==> config.mk <==
export PLATFORM = sky130hd
export DESIGN_NAME = sfp_param_read
export DESIGN_NICKNAME = d
export VERILOG_FILES = /design/src/hdl/sfp_pkg.sv /design/src/hdl/sfp_param_read.sv
export SDC_FILE = /design/constraint.sdc
export NUM_CORES = 1
export LEC_CHECK = 0
export ABC_CLOCK_PERIOD_IN_PS = 5000
export BUFFER_PORTS_ARGS = -buffer_cell sky130_fd_sc_hd__buf_2
export CAP_MARGIN = 20
export CORE_UTILIZATION = 25
export CTS_BUF_LIST = sky130_fd_sc_hd__clkbuf_16
export DETAILED_ROUTE_END_ITERATION = 12
export GPL_ROUTABILITY_DRIVEN = 0
export GPL_TIMING_DRIVEN = 0
export SLEW_MARGIN = 5
export SYNTH_ARGS = -nofsm -noshare
export SYNTH_HDL_FRONTEND = slang
export SYNTH_SLANG_ARGS = --single-unit
export TNS_END_PERCENT = 30
==> constraint.sdc <==
create_clock -name i_clk -period 5 [get_ports i_clk]
set_input_delay 0.5 -clock i_clk [delete_from_list [all_inputs] [get_ports i_clk]]
set_output_delay 0.5 -clock i_clk [all_outputs]
set_load 0.05 [all_outputs]
==> src/hdl/sfp_pkg.sv <==
// Shared constants and types for the parameter-table read block.
// Assumes one system clock; serial pins arrive from another clock domain.
package sfp_pkg;

    // Command opcode that starts a parameter-table read.
    localparam logic [7:0] OPC_PARAM_READ = 8'h5A;

    // Last bit index of each serial phase, counted from zero.
    localparam logic [4:0] OPC_LAST = 5'h07;
    localparam logic [4:0] ADDR_LAST = 5'h17;
    localparam logic [4:0] DUMMY_LAST = 5'h07;
    localparam logic [4:0] DATA_LAST = 5'h07;
    localparam logic [4:0] CNT_RESET = 5'h00;

    // Table address after reset and at its highest location.
    localparam logic [23:0] ADDR_RESET = 24'h00_0000;
    localparam logic [23:0] ADDR_TOP = 24'hFF_FFFF;

    // Register bus layout, byte addresses of aligned 32-bit words.
    localparam int WB_AW = 8;
    localparam logic [7:0] ADR_CTRL = 8'h00;
    localparam logic [7:0] ADR_STATUS = 8'h04;
    localparam logic [7:0] ADR_ADDR = 8'h08;
    localparam int CTRL_EN_BIT = 0;
    localparam int STAT_ACTIVE_BIT = 0;
    localparam int STAT_REJECT_BIT = 1;
    localparam int STAT_BUSY_BIT = 2;
    localparam logic CTRL_EN_RESET = 1'b1;

    // Parameter-table contents at defined locations.
    localparam logic [7:0] TBL_SIG0 = 8'h53;
    localparam logic [7:0] TBL_SIG1 = 8'h46;
    localparam logic [7:0] TBL_SIG2 = 8'h44;
    localparam logic [7:0] TBL_SIG3 = 8'h50;
    localparam logic [7:0] TBL_MINOR = 8'h00;
    localparam logic [7:0] TBL_MAJOR = 8'h01;
    localparam logic [7:0] TBL_HDR_CNT = 8'h00;
    localparam logic [7:0] TBL_PARAM_ID = 8'h00;
    localparam logic [7:0] TBL_PT_LEN = 8'h09;
    localparam logic [7:0] TBL_PTR0 = 8'h30;
    localparam logic [7:0] TBL_PTR1 = 8'h00;
    localparam logic [7:0] TBL_PTR2 = 8'h00;
    localparam logic [7:0] TBL_ERASE_CAPS = 8'hED;
    localparam logic [7:0] TBL_ERASE_OPC = 8'h20;
    localparam logic [7:0] TBL_READ_CAPS = 8'hF1;
    localparam logic [7:0] TBL_DENS0 = 8'hFF;
    localparam logic [7:0] TBL_DENS1 = 8'hFF;
    localparam logic [7:0] TBL_DENS2 = 8'hFF;
    localparam logic [7:0] TBL_DENS3 = 8'h03;
    localparam logic [7:0] TBL_QREAD_WAIT = 8'h44;
    localparam logic [7:0] TBL_QREAD_OPC = 8'hEB;
    localparam logic [7:0] TBL_FILL = 8'hFF;

    // Serial command sequencer, Gray coded along the normal path.
    typedef enum logic [2:0]
    {
        SFP_IDLE = 3'b000,
        SFP_OPCODE = 3'b001,
        SFP_ADDR = 3'b011,
        SFP_DUMMY = 3'b010,
        SFP_DATA = 3'b110,
        SFP_IGNORE = 3'b111
    } sfp_state_type;

    // The three serial pins, moved together through the synchroniser.
    typedef struct packed
    {
        logic sclk;
        logic cs_n;
        logic sin;
    } sfp_pins_type;

endpackage

==> src/hdl/sfp_param_read.sv <==
// Parameter-table read logic of a serial flash with a Wishbone slave port.
// Assumes serial pins are asynchronous and toggle slowly against i_clk,
// and that i_write_busy comes from the flash write logic on i_clk.

module sfp_param_read
(
    input wire logic i_clk,
    input wire logic i_rst,
    input wire logic i_spi_sclk,
    input wire logic i_spi_cs_n,
    input wire logic i_serial_in_pin,
    output logic o_spi_so,
    output logic o_spi_so_oe,
    input wire logic i_write_busy,
    input wire logic i_wb_cyc,
    input wire logic i_wb_stb,
    input wire logic i_wb_we,
    input wire logic [sfp_pkg::WB_AW-1:0] i_wb_adr,
    input wire logic [3:0] i_wb_sel,
    input wire logic [31:0] i_wb_dat,
    output logic [31:0] o_wb_dat,
    output logic o_wb_ack
);
    import sfp_pkg::*;

    sfp_pins_type pins_in;
    sfp_pins_type sync1_reg;
    sfp_pins_type sync2_reg;
    sfp_pins_type hist_reg;
    sfp_state_type state_reg;
    logic [4:0] cnt_reg;
    logic [7:0] opc_reg;
    logic [23:0] addr_reg;
    logic [7:0] out_shift_reg;
    logic so_reg;
    logic ctrl_en_reg;
    logic reject_reg;
    logic ack_reg;
    logic [31:0] rdat_reg;
    logic sclk_rise;
    logic sclk_fall;
    logic sel_high;
    logic opc_done;
    logic [7:0] opc_full;
    logic opc_ok;
    logic opc_refused_busy;
    logic wb_req;
    logic wb_write;

    // Table lookup; unlisted locations read as erased space.
    function automatic logic [7:0] table_byte(input logic [23:0] a);
        logic [7:0] d;
        d = TBL_FILL;
        case (a)
            24'h00_0000: d = TBL_SIG0;
            24'h00_0001: d = TBL_SIG1;
            24'h00_0002: d = TBL_SIG2;
            24'h00_0003: d = TBL_SIG3;
            24'h00_0004: d = TBL_MINOR;
            24'h00_0005: d = TBL_MAJOR;
            24'h00_0006: d = TBL_HDR_CNT;
            24'h00_0008: d = TBL_PARAM_ID;
            24'h00_0009: d = TBL_MINOR;
            24'h00_000A: d = TBL_MAJOR;
            24'h00_000B: d = TBL_PT_LEN;
            24'h00_000C: d = TBL_PTR0;
            24'h00_000D: d = TBL_PTR1;
            24'h00_000E: d = TBL_PTR2;
            24'h00_0030: d = TBL_ERASE_CAPS;
            24'h00_0031: d = TBL_ERASE_OPC;
            24'h00_0032: d = TBL_READ_CAPS;
            24'h00_0034: d = TBL_DENS0;
            24'h00_0035: d = TBL_DENS1;
            24'h00_0036: d = TBL_DENS2;
            24'h00_0037: d = TBL_DENS3;
            24'h00_0038: d = TBL_QREAD_WAIT;
            24'h00_0039: d = TBL_QREAD_OPC;
            default: d = TBL_FILL;
        endcase
        return d;
    endfunction

    // Two-stage synchroniser for the pins; only stage two feeds logic.
    assign pins_in = '{sclk: i_spi_sclk, cs_n: i_spi_cs_n,
                       sin: i_serial_in_pin};
    always_ff @(posedge i_clk or posedge i_rst)
    begin
        if (i_rst)
        begin
            sync1_reg <= '{sclk: 1'b0, cs_n: 1'b1, sin: 1'b0};
            sync2_reg <= '{sclk: 1'b0, cs_n: 1'b1, sin: 1'b0};
            hist_reg <= '{sclk: 1'b0, cs_n: 1'b1, sin: 1'b0};
        end
        else
        begin
            sync1_reg <= pins_in;
            sync2_reg <= sync1_reg;
            hist_reg <= sync2_reg;
        end
    end

    // Edge detection on the second stage against its own history.
    assign sel_high = sync2_reg.cs_n;
    assign sclk_rise = sync2_reg.sclk & ~hist_reg.sclk & ~sel_high;
    assign sclk_fall = ~sync2_reg.sclk & hist_reg.sclk & ~sel_high;

    // Opcode decode on the eighth rising edge of the command byte.
    assign opc_done = (state_reg == SFP_OPCODE) && sclk_rise
                      && (cnt_reg == OPC_LAST);
    assign opc_full = {opc_reg[6:0], sync2_reg.sin};
    assign opc_ok = (opc_full == OPC_PARAM_READ) && ctrl_en_reg
                    && !i_write_busy;
    assign opc_refused_busy = opc_done && (opc_full == OPC_PARAM_READ)
                              && i_write_busy;

    // Command sequencer; select high always returns it to idle.
    always_ff @(posedge i_clk or posedge i_rst)
    begin
        if (i_rst)
        begin
            state_reg <= SFP_IDLE;
            cnt_reg <= CNT_RESET;
        end
        else if (sel_high)
        begin
            state_reg <= SFP_IDLE;
            cnt_reg <= CNT_RESET;
        end
        else
        begin
            case (state_reg)
                SFP_IDLE:
                begin
                    state_reg <= SFP_OPCODE;
                    cnt_reg <= CNT_RESET;
                end
                SFP_OPCODE:
                begin
                    if (sclk_rise)
                    begin
                        cnt_reg <= cnt_reg + 5'h01;
                        if (cnt_reg == OPC_LAST)
                        begin
                            cnt_reg <= CNT_RESET;
                            // A refused command only waits for deselect.
                            state_reg <= opc_ok ? SFP_ADDR
                                                : SFP_IGNORE;
                        end
                    end
                end
                SFP_ADDR:
                begin
                    if (sclk_rise)
                    begin
                        cnt_reg <= cnt_reg + 5'h01;
                        if (cnt_reg == ADDR_LAST)
                        begin
                            cnt_reg <= CNT_RESET;
                            state_reg <= SFP_DUMMY;
                        end
                    end
                end
                SFP_DUMMY:
                begin
                    if (sclk_rise)
                    begin
                        cnt_reg <= cnt_reg + 5'h01;
                        if (cnt_reg == DUMMY_LAST)
                        begin
                            cnt_reg <= CNT_RESET;
                            state_reg <= SFP_DATA;
                        end
                    end
                end
                SFP_DATA:
                begin
                    if (sclk_fall)
                    begin
                        cnt_reg <= (cnt_reg == DATA_LAST) ? CNT_RESET
                                   : cnt_reg + 5'h01;
                    end
                end
                SFP_IGNORE:
                begin
                    state_reg <= SFP_IGNORE;
                end
                default:
                begin
                    state_reg <= SFP_IDLE;
                    cnt_reg <= CNT_RESET;
                end
            endcase
        end
    end

    // Opcode shift register, cleared at each new selection.
    always_ff @(posedge i_clk or posedge i_rst)
    begin
        if (i_rst)
            opc_reg <= 8'h00;
        else if (state_reg == SFP_IDLE)
            opc_reg <= 8'h00;
        else if ((state_reg == SFP_OPCODE) && sclk_rise)
            opc_reg <= opc_full;
    end

    // Table address: shifted in MSB first, then advanced per output byte.
    // The 24-bit counter wraps to zero on its own after its top value.
    always_ff @(posedge i_clk or posedge i_rst)
    begin
        if (i_rst)
            addr_reg <= ADDR_RESET;
        else if ((state_reg == SFP_ADDR) && sclk_rise)
            addr_reg <= {addr_reg[22:0], sync2_reg.sin};
        else if ((state_reg == SFP_DATA) && sclk_fall
                 && (cnt_reg == DATA_LAST))
            addr_reg <= addr_reg + 24'h00_0001;
    end

    // Output shifter: loaded at the last dummy edge, bits leave on falls.
    // Loading early keeps the first bit ready for the very first fall.
    always_ff @(posedge i_clk or posedge i_rst)
    begin
        if (i_rst)
        begin
            out_shift_reg <= 8'h00;
            so_reg <= 1'b0;
        end
        else if ((state_reg == SFP_DUMMY) && sclk_rise
                 && (cnt_reg == DUMMY_LAST) && !sel_high)
        begin
            out_shift_reg <= table_byte(addr_reg);
        end
        else if ((state_reg == SFP_DATA) && sclk_fall)
        begin
            so_reg <= out_shift_reg[7];
            if (cnt_reg == DATA_LAST)
                out_shift_reg <= table_byte(addr_reg + 24'h00_0001);
            else
                out_shift_reg <= {out_shift_reg[6:0], 1'b0};
        end
    end

    // The pin is driven only while data is streaming.
    assign o_spi_so = so_reg;
    assign o_spi_so_oe = (state_reg == SFP_DATA);

    // Wishbone classic slave: ack one cycle after a request, data with it.
    assign wb_req = i_wb_cyc && i_wb_stb;
    assign wb_write = wb_req && i_wb_we && ack_reg && i_wb_sel[0];
    always_ff @(posedge i_clk or posedge i_rst)
    begin
        if (i_rst)
        begin
            ack_reg <= 1'b0;
            rdat_reg <= 32'h0000_0000;
        end
        else
        begin
            ack_reg <= wb_req && !ack_reg;
            rdat_reg <= 32'h0000_0000;
            if (wb_req && !ack_reg && !i_wb_we)
            begin
                case (i_wb_adr)
                    ADR_CTRL: rdat_reg[CTRL_EN_BIT] <= ctrl_en_reg;
                    ADR_STATUS:
                    begin
                        rdat_reg[STAT_ACTIVE_BIT] <= o_spi_so_oe;
                        rdat_reg[STAT_REJECT_BIT] <= reject_reg;
                        rdat_reg[STAT_BUSY_BIT] <= i_write_busy;
                    end
                    ADR_ADDR: rdat_reg[23:0] <= addr_reg;
                    default: rdat_reg <= 32'h0000_0000;
                endcase
            end
        end
    end
    assign o_wb_ack = ack_reg;
    assign o_wb_dat = rdat_reg;

    // Control enable; when clear the read opcode is still decoded but refused.
    always_ff @(posedge i_clk or posedge i_rst)
    begin
        if (i_rst)
            ctrl_en_reg <= CTRL_EN_RESET;
        else if (wb_write && (i_wb_adr == ADR_CTRL))
            ctrl_en_reg <= i_wb_dat[CTRL_EN_BIT];
    end

    // Sticky flag for refusals while busy, write one to clear; a new busy refusal wins.
    always_ff @(posedge i_clk or posedge i_rst)
    begin
        if (i_rst)
            reject_reg <= 1'b0;
        else if (opc_refused_busy)
            reject_reg <= 1'b1;
        else if (wb_write && (i_wb_adr == ADR_STATUS)
                 && i_wb_dat[STAT_REJECT_BIT])
            reject_reg <= 1'b0;
    end
endmodule

[After elaboration in Yosys (flattened, before gate mapping)]
Memory sizes are Yosys's and may differ from the RTL's.
Cells that the tools add are included.
Word-level totals
  flip-flop bits (word level): 90
  memory bits (read-only): 1024
  input port bits: 53
  output and inout bits: 35
  logic and storage cells: 117
  memories kept: 2
Cells by class
  $add $sub $neg: 2
  equal/unequal tests: 20
  multiplexer cells: 31
  bitwise operators: 8
  reductions and logical operators: 37
Memory list
  (name not given): words 64, width 8, rd ports 1, clocked after memory_dff 0, wr ports 0, line sfp_param_read.sv:54  | case (a)
  (name not given): words 64, width 8, rd ports 1, clocked after memory_dff 0, wr ports 0, line sfp_param_read.sv:54
Operators by type and width (count)
  24-bit 2-to-1 mux: 3
  8-bit 2-to-1 mux: 5
  18-bit logical NOT: 2
  5-bit 2-to-1 mux: 6
  24-bit by 1-bit adder with 24-bit output, second input constant: 1
  3-bit 2-to-1 mux: 8
  1-bit logical AND: 21
  21-bit 2-to-1 mux: 1
  5-bit case mux with 4 select lines: 1
  3-bit case mux with 6 select lines: 1
  3-bit != test, second input constant: 5
  7-bit 2-to-1 mux: 2
  8-bit by 3-bit equality test with 1-bit output, second input constant: 1
  8-bit by 4-bit equality test with 1-bit output, second input constant: 1
  8-bit by 7-bit equality test with 1-bit output, second input constant: 1
  8-bit logical NOT: 1
  2-bit nonzero test: 4
  7-bit AND reduction: 1
  3-bit by 2-bit equality test with 1-bit output, second input constant: 2
  3-bit equality test, second input constant: 2
  3-bit by 1-bit != test with 1-bit output, second input constant: 2
  5-bit by 1-bit adder with 5-bit output, second input constant: 1
  5-bit by 3-bit equality test with 1-bit output, second input constant: 1
  5-bit equality test, second input constant: 1
  other kinds (14): 24

[Logic depth before layout (Yosys ltp)]
Gate-level depths: netlist of run 1.
  word-level depth: 8
  gate-level depth with buffers: 12
  gate-level depth less buffers: 10

[Worst setup path before layout of run 1]
Ideal clock, no wire load.
  path kind: register -> register
  start: register addr_reg[2]
  end: register out_shift_reg[1]
  setup time: 0.131 ns
  data arrival time: 2.504 ns
  required time: 4.869 ns
  slack: 2.365 ns
  cell stages (with the launch flop): 13
  path buffers: 3
  clock period less this slack: 2.635 ns
  cells stage by stage: dfrtp_1 clkbuf_2 clkbuf_1 inv_1 ha_1 clkbuf_1 nand2b_1 a211o_1 o311ai_0 o31a_1 o21ai_0 a211oi_1 a21oi_1
On the way
  cells in the longest elaborated chain, start to end: 6
  elaborated cells between the ends (all ways): 9
  classes of those cells: add/sub: 1; mux: 5; reduce/logical: 1; memory: 2
RTL lines
  start: declaration: line sfp_param_read.sv:33  | logic [23:0] addr_reg;
  start signal: assignment: line sfp_param_read.sv:214  | addr_reg <= {addr_reg[22:0], sync2_reg.sin};
  start signal: assignment: line sfp_param_read.sv:217  | addr_reg <= addr_reg + 24'h00_0001;
  24-bit by 1-bit adder with 24-bit output: line sfp_param_read.sv:238  | out_shift_reg <= table_byte(addr_reg + 24'h00_0001);
  memory 64 x 8 bit / 18-bit logical NOT (equally long branches)
  8-bit 2-to-1 mux: line sfp_param_read.sv:54
  8-bit 2-to-1 mux: line sfp_param_read.sv:237  | if (cnt_reg == DATA_LAST)
  8-bit 2-to-1 mux: line sfp_param_read.sv:234  | else if ((state_reg == SFP_DATA) && sclk_fall)
  8-bit 2-to-1 mux *: line sfp_param_read.sv:229  | else if ((state_reg == SFP_DUMMY) && sclk_rise
  end signal: assignment: line sfp_param_read.sv:232  | out_shift_reg <= table_byte(addr_reg);
  end signal: assignment: line sfp_param_read.sv:238
  end signal: assignment: line sfp_param_read.sv:240  | out_shift_reg <= {out_shift_reg[6:0], 1'b0};
  end: declaration: line sfp_param_read.sv:34  | logic [7:0] out_shift_reg;
Every way passes the cells marked *; elsewhere a longest branch is shown, timed or not. The select of a mux whose other input is x is not followed.
A chain may end at the register's enable or synchronous reset.

[Worst setup path in the final report of run 1]
  start: register addr_reg[1]
  end: register out_shift_reg[1]
Same word-level chain as after synthesis.

==> impl_metrics.tcl, run 1 <==
set metrics [dict create \
    grt_pass1_vias 4503 \
    io_pins 88 \
    cts_root_buf "clkbuf_16" \
    remaining_drc_errors 0 \
    fillers 2135 \
    ant_nets 0 \
    hold_violations 0 \
    ys_types 63 \
    min_period_ns 3.290 \
    synth.area.top_cells "dfrtp_1 (38%), a21oi_1 (4.7%), o21ai_0 (4.4%)" \
    grt_max_degree 45 \
    synth-async-reset-ratio_pct 100.0 \
    drt-total-wl_mm 13.81 \
    vdd_drop_max_uv 168.8 \
    rrSetupSlack_ns 1.71 \
    grt_pass1_wl_mm 23.29 \
    synth-seq-area-share_pct 39.80 \
    fin_worst_hold_slack_ns 0.1830 \
    ys_ff_latch 82 \
    endpoint_kind "register" \
    mostFrequentLayoutCells "dfrtp_1 (79), nor2_1 (56), nand2_1 (54), buf_2 (50), a21oi_1 (49)" \
    dp.final_hpwl_mm 9.756 \
    post-synth-top-area-cell "dfrtp_1" \
    worstSkewPairLatency_ns 0.35 \
    die_height_microns 145.7 \
    dr_total_vias 4775 \
    powerDensity_mw_per_mm2 237.0 \
    io_buffer_count 46 \
    cap_violations 0 \
    synth_ff_type "dfrtp_1" \
    fin_skew_ns 0.01028 \
    placed_area_sq_mm 0.005789 \
    leakagePower_nw 2.641 \
    hold_class "in2async" \
    dieWidth_microns 145.7 \
    min_period_over_period_pct 65.81 \
    maxSlewViolCount 0 \
    tns_ns 0 \
    fmax_mhz 303.9 \
    grt.overflow.total 0 \
    worst-setup-path-type "reg2reg" \
    grt_usage_pct 13.63 \
    design_area_sq_mm 0.006103 \
    netlist_area_sq_mm 0.005165 \
    relSlewSlack_pct 41.43 \
    final_common_cell "dfrtp_1" \
    nets 733 \
    first_pass_iters 5 \
    antenna_found_initial 0 \
    layout-drive-gt1-share_pct 13.80 \
    worstPathRequired_ns 5.22 \
    drtIter0Drc 315 \
    synth_cells 604 \
    status "finished, final reports clean" \
    cts_setup_buffers 0 \
    worstPathArrival_ns 3.51 \
    worst_pin_slew_ns 0.8706 \
    ctsHoldBuffers 0 \
    synth_edf_count 0 \
    syn_to_final_growth_pct 18.17 \
    avgSynthCellArea_sq_um 8.551 \
    start_util_pct 25.53 \
    synth_top_area_share_pct 38.28 \
    cts_tree "done" \
    cts.sinks 82 \
    cp_max_fo 10 \
    cts_buffers 9 \
    htree_num_levels 3 \
    diodes 0 \
    rsz0062_at_grt "no" \
    ctsLongestPathBuffers 2 \
    yosysWarnings 0 \
    wl_per_cell_microns 14.63 \
    start_kind "register" \
    r2r_cells 12 \
    cts.repair.resized 0 \
    viasPerCell 5.058 \
    rows 52 \
    clk_pin_slew_ns 0.07 \
    core_sq_mm 0.02023 \
    finalSetupViolations 0 \
    die-area_sq_mm 0.02124 \
]
==> synth_stat cells, types with 7 or more instances <==
cell type and count:
nand2b_1 9, nand3_1 19, nor2b_1 9, nor4_1 12, a221o_1 7, mux2i_1 18
inv_1 15, and2_1 25, o21ai_0 45, nand2_1 54, dfrtp_1 79, nor2_1 56
clkbuf_1 34, a22oi_1 10, a21oi_1 49, nor3_1 20, buf_4 9, ha_1 11
a31oi_1 15, o211ai_1 7, nand4_1 9
==> routing by layer <==
layer  track usage (%)  vias up  routed length (microns)
met5                 0        -                        0
met4             5.053        0                      273
met3             2.884       23                      977
met2             20.26      202                     6061
met1             19.29     2244                     6501
li1                  -     2306                        -
==> stage by stage <==
| step | total power [mW] | instances | utilization, % | worst slack [ns] |
|---|---|---|---|---|
| after global placement | 0.7432 | 927 | 28.46 | 1.284 |
| after CTS | 1.463 | 944 | 30.16 | 1.752 |
| after detailed placement | 0.7471 | 928 | 28.61 | 1.743 |
| final | 1.447 | 944 | 30.16 | 1.710 |
| after global routing | 1.498 | 944 | 30.16 | 1.511 |
| after floorplan | 0.7267 | 611 | - | 2.365 |
==> power by group <==
part	internal (mW)	leakage [nW]	switching, mW
combinational	0.0184	1.36	0.0424
sequential	0.669	1.12	0.00329
clock	0.434	0.158	0.280
total	1.12	2.64	0.325
==> cell families after synthesis <==
family                   after synthesis  synth area share [%]
AO/OA/AOI/OAI                        168                 20.25
XOR/XNOR                              11                 1.865
adder cells (fa/ha/maj)               11                 2.665
buffers and inverters                 64                 5.426
flip-flops                            82                 39.80
multiplexers                          21                 4.360
other                                  1               0.07260
AND/OR/NAND/NOR                      246                 25.56
==> final timing paths <==
| path | end | startpoint |
|---|---|---|
| hold / removal | o_wb_dat[7] | i_rst |
| max in group asynchronous | o_spi_so | i_rst |
| hold reg to reg | sync2_reg[2] | sync1_reg[2] |
| min in group i_clk | sync1_reg[1] | i_spi_cs_n |
| setup reg to reg | out_shift_reg[1] | addr_reg[1] |
| setup / recovery | out_shift_reg[1] | addr_reg[1] |
==> critical path, cell delays in order (launching register included) <==
cell      delay, ns
dfrtp_1        0.51
ha_1           0.32
buf_2          0.27
inv_1          0.17
ha_1           0.30
clkbuf_1       0.19
nand2b_1       0.24
a211o_1        0.30
o311ai_0       0.08
o31a_1         0.29
o21ai_0        0.13
a211oi_1       0.25
a21oi_1        0.10
==> final cells by class <==
type | instances | area [sq um] | share of cell area (%)
multi-input cells | 465 | 2855 | 46.78
flip-flops and latches | 82 | 2056 | 33.68
well taps | 270 | 337.8 | 5.535
repair buffers | 47 | 257.7 | 4.223
clock buffers | 9 | 225.2 | 3.690
plain buffers | 49 | 224.0 | 3.670
clock inverters | 7 | 88.84 | 1.456
inverters | 15 | 58.81 | 0.9635
No activity file was read; power rests on OpenSTA's default activity.
==> run 2, diff against run 1 <==
Settings changed: ABC_CLOCK_PERIOD_IN_PS 5000 to 3100.
Clock period 5 ns to 3.1 ns, I/O delays scaled along.
==> run 2 against run 1 <==
Compared with the run above: the flow now finishes with violations (hold timing); global-route usage about the same; critical path depth decreased by 1; sequential cell count unchanged; clock power increased by 61%; fmax increased by 13%; first-iteration DRC count increased by 27%; power increased by 61%; combinational power increased by 62%; clock-buffer cell count unchanged; utilization about the same; die area unchanged; highest routed layer unchanged.
==> impl_metrics.tcl, run 2 (synthesized netlist as in run 1, its figures left out) <==
set metrics [dict create \
    placed_area_sq_mm 0.005789 \
    dp_slack_ns -0.1566 \
    r2r_cells 11 \
    fillers 2133 \
    wl_per_cell_microns 14.64 \
    internal-power_mw 1.809 \
    swShare_pct 22.44 \
    cts_root_buf "clkbuf_16" \
    cp_max_fo 14 \
    setup_ws_ns 0.1796 \
    hold_class "in2async" \
    worst-setup-path-type "reg2reg" \
    antenna_found_initial 0 \
    syn_to_final_growth_pct 18.27 \
    cts_setup_buffers 0 \
    cts_tree "done" \
    rows 52 \
    first_pass_iters 5 \
    cts.repair.resized 2 \
    worstSkewPairLatency_ns 0.35 \
    violations "hold timing" \
    power_mw 2.332 \
    relSlewSlack_pct 42.40 \
    worst_pin_slew_ns 0.8561 \
    die_height_microns 145.7 \
    cap_violations 0 \
    remaining_drc_errors 0 \
    worstPathRequired_ns 3.32 \
    diodes 0 \
    viasPerCell 5.049 \
    fin_skew_ns 0.01023 \
    cts_buffers 9 \
    grt_usage_pct 13.60 \
    status "finished, violations left" \
    pwr-share-seq_pct 46.5 \
    final_common_cell "dfrtp_1" \
    finalSetupViolations 0 \
    drt-total-wl_mm 13.79 \
    core_sq_mm 0.02023 \
    grt.overflow.total 0 \
    drtIter0Drc 399 \
    fin_util_pct 30.19 \
    vdd_drop_max_uv 272.6 \
    r2r_end "out_shift_reg[1]" \
    grt_max_degree 45 \
    io_pins 88 \
    hold_violations 4 \
    min_period_ns 2.920 \
    io_buffer_count 46 \
    rrSetupSlack_ns 0.18 \
    start_util_pct 25.53 \
    cts.sinks 82 \
    dp.final_hpwl_mm 9.756 \
    endpoint_kind "register" \
    layoutNonFillerInstCount 942 \
    nets 731 \
    powerDensity_mw_per_mm2 381.7 \
    worstPathArrival_ns 3.14 \
    timing.rr.start "addr_reg[1]" \
    ctsLongestPathBuffers 2 \
    dp.cells 928 \
    start_kind "register" \
    maxSlewViolCount 0 \
    mostFrequentLayoutCells "dfrtp_1 (78), nor2_1 (56), nand2_1 (54), buf_2 (49), a21oi_1 (49)" \
    grt_pass1_wl_mm 23.25 \
    grt_pass1_vias 4483 \
    die-area_sq_mm 0.02124 \
    fmax_mhz 342.4 \
    rsz0062_at_grt "no" \
    htree_num_levels 3 \
    power_frac_clock_pct 49.3 \
    tns_ns 0 \
    ctsHoldBuffers 0 \
    fin_worst_hold_slack_ns -0.005841 \
    min_period_over_period_pct 94.21 \
    ant_nets 0 \
    clk_pin_slew_ns 0.07 \
    leakagePower_nw 2.630 \
    design_area_sq_mm 0.006108 \
    dieWidth_microns 145.7 \
    switchingPower_mw 0.5232 \
    layout-drive-gt1-share_pct 13.99 \
    dr_total_vias 4756 \
    power_frac_comb_pct 4.2 \
]
run 2: cell count changes in the layout (fill, tap and decap cells not counted):
cell / change
buf_2: -1
clkbuf_1: -1
dfrtp_1: -1
dfrtp_2: +1
ha_1: -1
ha_4: +1
run 2: worst max path at each step:
| stage | slack (ns) | end | startpoint |
|---|---|---|---|
| after floorplan | 0.46 | out_shift_reg[1] | addr_reg[2] |
| after global placement | -0.43 | sync1_reg[2] | i_rst |
| after CTS | 0.07 | out_shift_reg[1] | addr_reg[1] |
| after detailed placement | -0.16 | out_shift_reg[1] | addr_reg[1] |
| after global routing | 0.03 | out_shift_reg[1] | addr_reg[1] |
| final | 0.18 | out_shift_reg[1] | addr_reg[1] |
run 2: per-layer routing:
layer | share of wire (%) | global-route usage [%]
met5 | 0 | 0
met4 | 2.0 | 4.947
met3 | 6.8 | 2.727
met2 | 44 | 20.33
met1 | 47 | 19.29
run 2: power by group through the flow:
stage / clock, mW / sequential (mW) / combinational (mW)
after floorplan: 0 / 1.11 / 0.0669
after global placement: 0 / 1.10 / 0.0947
after detailed placement: 0 / 1.10 / 0.101
after CTS: 1.17 / 1.08 / 0.101
after global routing: 1.22 / 1.09 / 0.111
final: 1.15 / 1.08 / 0.0985
run 2: critical path, cell delays in order, from the launching register on:
cell and delay (ns):
dfrtp_2 0.49, ha_4 0.25, inv_1 0.20, ha_1 0.27, clkbuf_1 0.20, nand2b_1 0.24, a211o_1 0.30, o311ai_0 0.08
o31a_1 0.28, o21ai_0 0.13, a211oi_1 0.25, a21oi_1 0.11
run 2: layout make-up:
class	instances	area, sq um	share of cell area (%)
clock inverter	7	88.84	1.454
tap	270	337.8	5.531
timing repair buffer	47	257.7	4.220
inverter	15	58.81	0.9627
clock buffer	9	225.2	3.687
multi-input combinational	465	2868	46.95
sequential	82	2057	33.67
buffer	47	215.2	3.523
==> run 3, diff against run 2 <==
Settings changed: BUFFER_PORTS_ARGS -buffer_cell sky130_fd_sc_hd__buf_2 to unset, CORE_ASPECT_RATIO set to 1.75, CORE_UTILIZATION 25 to 35, DONT_BUFFER_PORTS set to 1.
==> run 3 against run 2 <==
Compared with the run above: the flow now finishes without violations; die area fell by 28%; critical path depth did not move; power fell by 3.2%; fmax fell by 0.76%; clock-buffer cell count did not move; worst hold slack improved by 0.12 ns; clock power fell by 6%; critical path type unchanged.
==> impl_metrics.tcl, run 3 (synthesized netlist as in run 1, its figures left out) <==
set metrics [dict create \
    diodes 0 \
    grt_pass1_wl_mm 23.50 \
    final_common_cell "dfrtp_1" \
    switchingPower_mw 0.5308 \
    die_height_microns 162.7 \
    io_buffer_count 0 \
    rsz0062_at_grt "no" \
    dr_total_vias 4797 \
    wl_per_cell_microns 17.84 \
    fmax_mhz 339.8 \
    start_kind "register" \
    fillers 1432 \
    worst-setup-path-type "reg2reg" \
    dp.cells 792 \
    dp_slack_ns -0.1538 \
    power_frac_clock_pct 48.0 \
    grt_usage_pct 19.77 \
    min_period_ns 2.943 \
    start_util_pct 35.95 \
    remaining_drc_errors 0 \
    core_sq_mm 0.01437 \
    mostFrequentLayoutCells "dfrtp_1 (78), nor2_1 (56), nand2_1 (54), a21oi_1 (49), o21ai_0 (45)" \
    first_pass_iters 5 \
    multi_input_area_sq_mm 0.002868 \
    maxSlewViolCount 0 \
    fin_skew_ns 0.009360 \
    seqCellArea_sq_mm 0.002057 \
    worstPathRequired_ns 3.30 \
    syn_to_final_growth_pct 11.99 \
    ctsLongestPathBuffers 2 \
    cp_max_fo 14 \
    grt_max_degree 52 \
    power_mw 2.257 \
    viasPerCell 5.922 \
    clk_pin_slew_ns 0.07 \
    fin_util_pct 40.26 \
    worstSkewPairLatency_ns 0.34 \
    drt-total-wl_mm 14.45 \
    dieWidth_microns 93.83 \
    layoutNonFillerInstCount 810 \
    grt_pass1_vias 4694 \
    hold_class "in2reg" \
    ant_nets 0 \
    cts.sinks 82 \
    fin_worst_hold_slack_ns 0.1096 \
    cp_slowest_cell "dfrtp_2" \
    grt.overflow.total 0 \
    nets 689 \
    vdd_drop_max_uv 250.2 \
    drtIter0Drc 391 \
    relSlewSlack_pct 47.92 \
    critPathMaxStageDelay_ns 0.48 \
    powerDensity_mw_per_mm2 390.3 \
    leakagePower_nw 2.409 \
    worstPathArrival_ns 3.15 \
    finalSetupViolations 0 \
    dp.final_hpwl_mm 10.84 \
    power_frac_comb_pct 3.8 \
    hold_violations 0 \
    cap_violations 0 \
    min_period_over_period_pct 94.93 \
    pwr-share-seq_pct 48.2 \
    path_buf_inv 2 \
    cts_root_buf "clkbuf_16" \
    htree_num_levels 3 \
    critical-path-top-delay-family "compound AO/OA/AOI/OAI gates" \
    swShare_pct 23.52 \
    setup_ws_ns 0.1573 \
    rows 58 \
    layout-drive-gt1-share_pct 7.619 \
    io_pins 88 \
    internal-power_mw 1.727 \
    cts_buffers 9 \
    crit_chain "ha_4 > inv_1 > ha_1 > clkbuf_1 > nand2b_1 > a211o_1 > o311ai_0 > o31a_1 > o21ai_0 > a211oi_1 > a21oi_1" \
    cts_tree "done" \
    status "finished, final reports clean" \
    endpoint_kind "register" \
    die-area_sq_mm 0.01527 \
    worst_pin_slew_ns 0.7752 \
    antenna_found_initial 0 \
]
-- run 3: layer usage --
metal / vias to the layer above / wire length (microns) / GRT usage, %
met5: - / 0 / 0
met4: 0 / 899 / 14.34
met3: 59 / 601 / 3.128
met2: 185 / 7857 / 36.10
met1: 2341 / 5094 / 19.75
li1: 2212 / - / -
-- run 3: power groups by stage --
stage / sequential [mW] / clock, mW / combinational (mW)
floorplan: 1.11 / 0 / 0.0669
global placement: 1.11 / 0 / 0.0776
detailed placement: 1.11 / 0 / 0.0836
CTS: 1.09 / 1.10 / 0.0880
global route: 1.09 / 1.14 / 0.0963
finish: 1.09 / 1.08 / 0.0863
-- run 3: cell type report --
cell class	count	area share [%]
clock inverters	7	1.168
well taps	180	3.894
multi-input cells	465	49.58
repair buffers	5	1.168
inverters	15	1.017
flip-flops and latches	82	35.56
plain buffers	47	3.721
clock buffers	9	3.894
-- run 3: path summary, 6_finish.rpt --
path | start | cells past startpoint | endpoint | slack, ns
max | addr_reg[1] | 11 | out_shift_reg[1] | 0.16
min | i_wb_stb | 2 | o_wb_ack | 0.11
max reg2reg | addr_reg[1] | 11 | out_shift_reg[1] | 0.16
min in group asynchronous | i_rst | 2 | o_wb_dat[7] | 0.45
min reg2reg | sync1_reg[2] | 0 | sync2_reg[2] | 0.35
max in group asynchronous | i_rst | 3 | sync1_reg[1] | 2.01
-- run 3: what timing repair did --
| action | CTS | global route |
|---|---|---|
| setup endpoints to repair | 3 | 3 |
| hold buffers | 4 | 0 |
| buffers inserted | 0 | 0 |
| gates resized for setup | 2 | 2 |
| endpoints found under the hold margin | 34 | 0 |
-- run 3: metrics by stage --
stage	setup TNS, ns	area (sq um)
after floorplan	0	5191
after global placement	-25.06	5416
after detailed placement	-0.2774	5446
after CTS	0	5774
after global routing	0	5784
final	0	5784
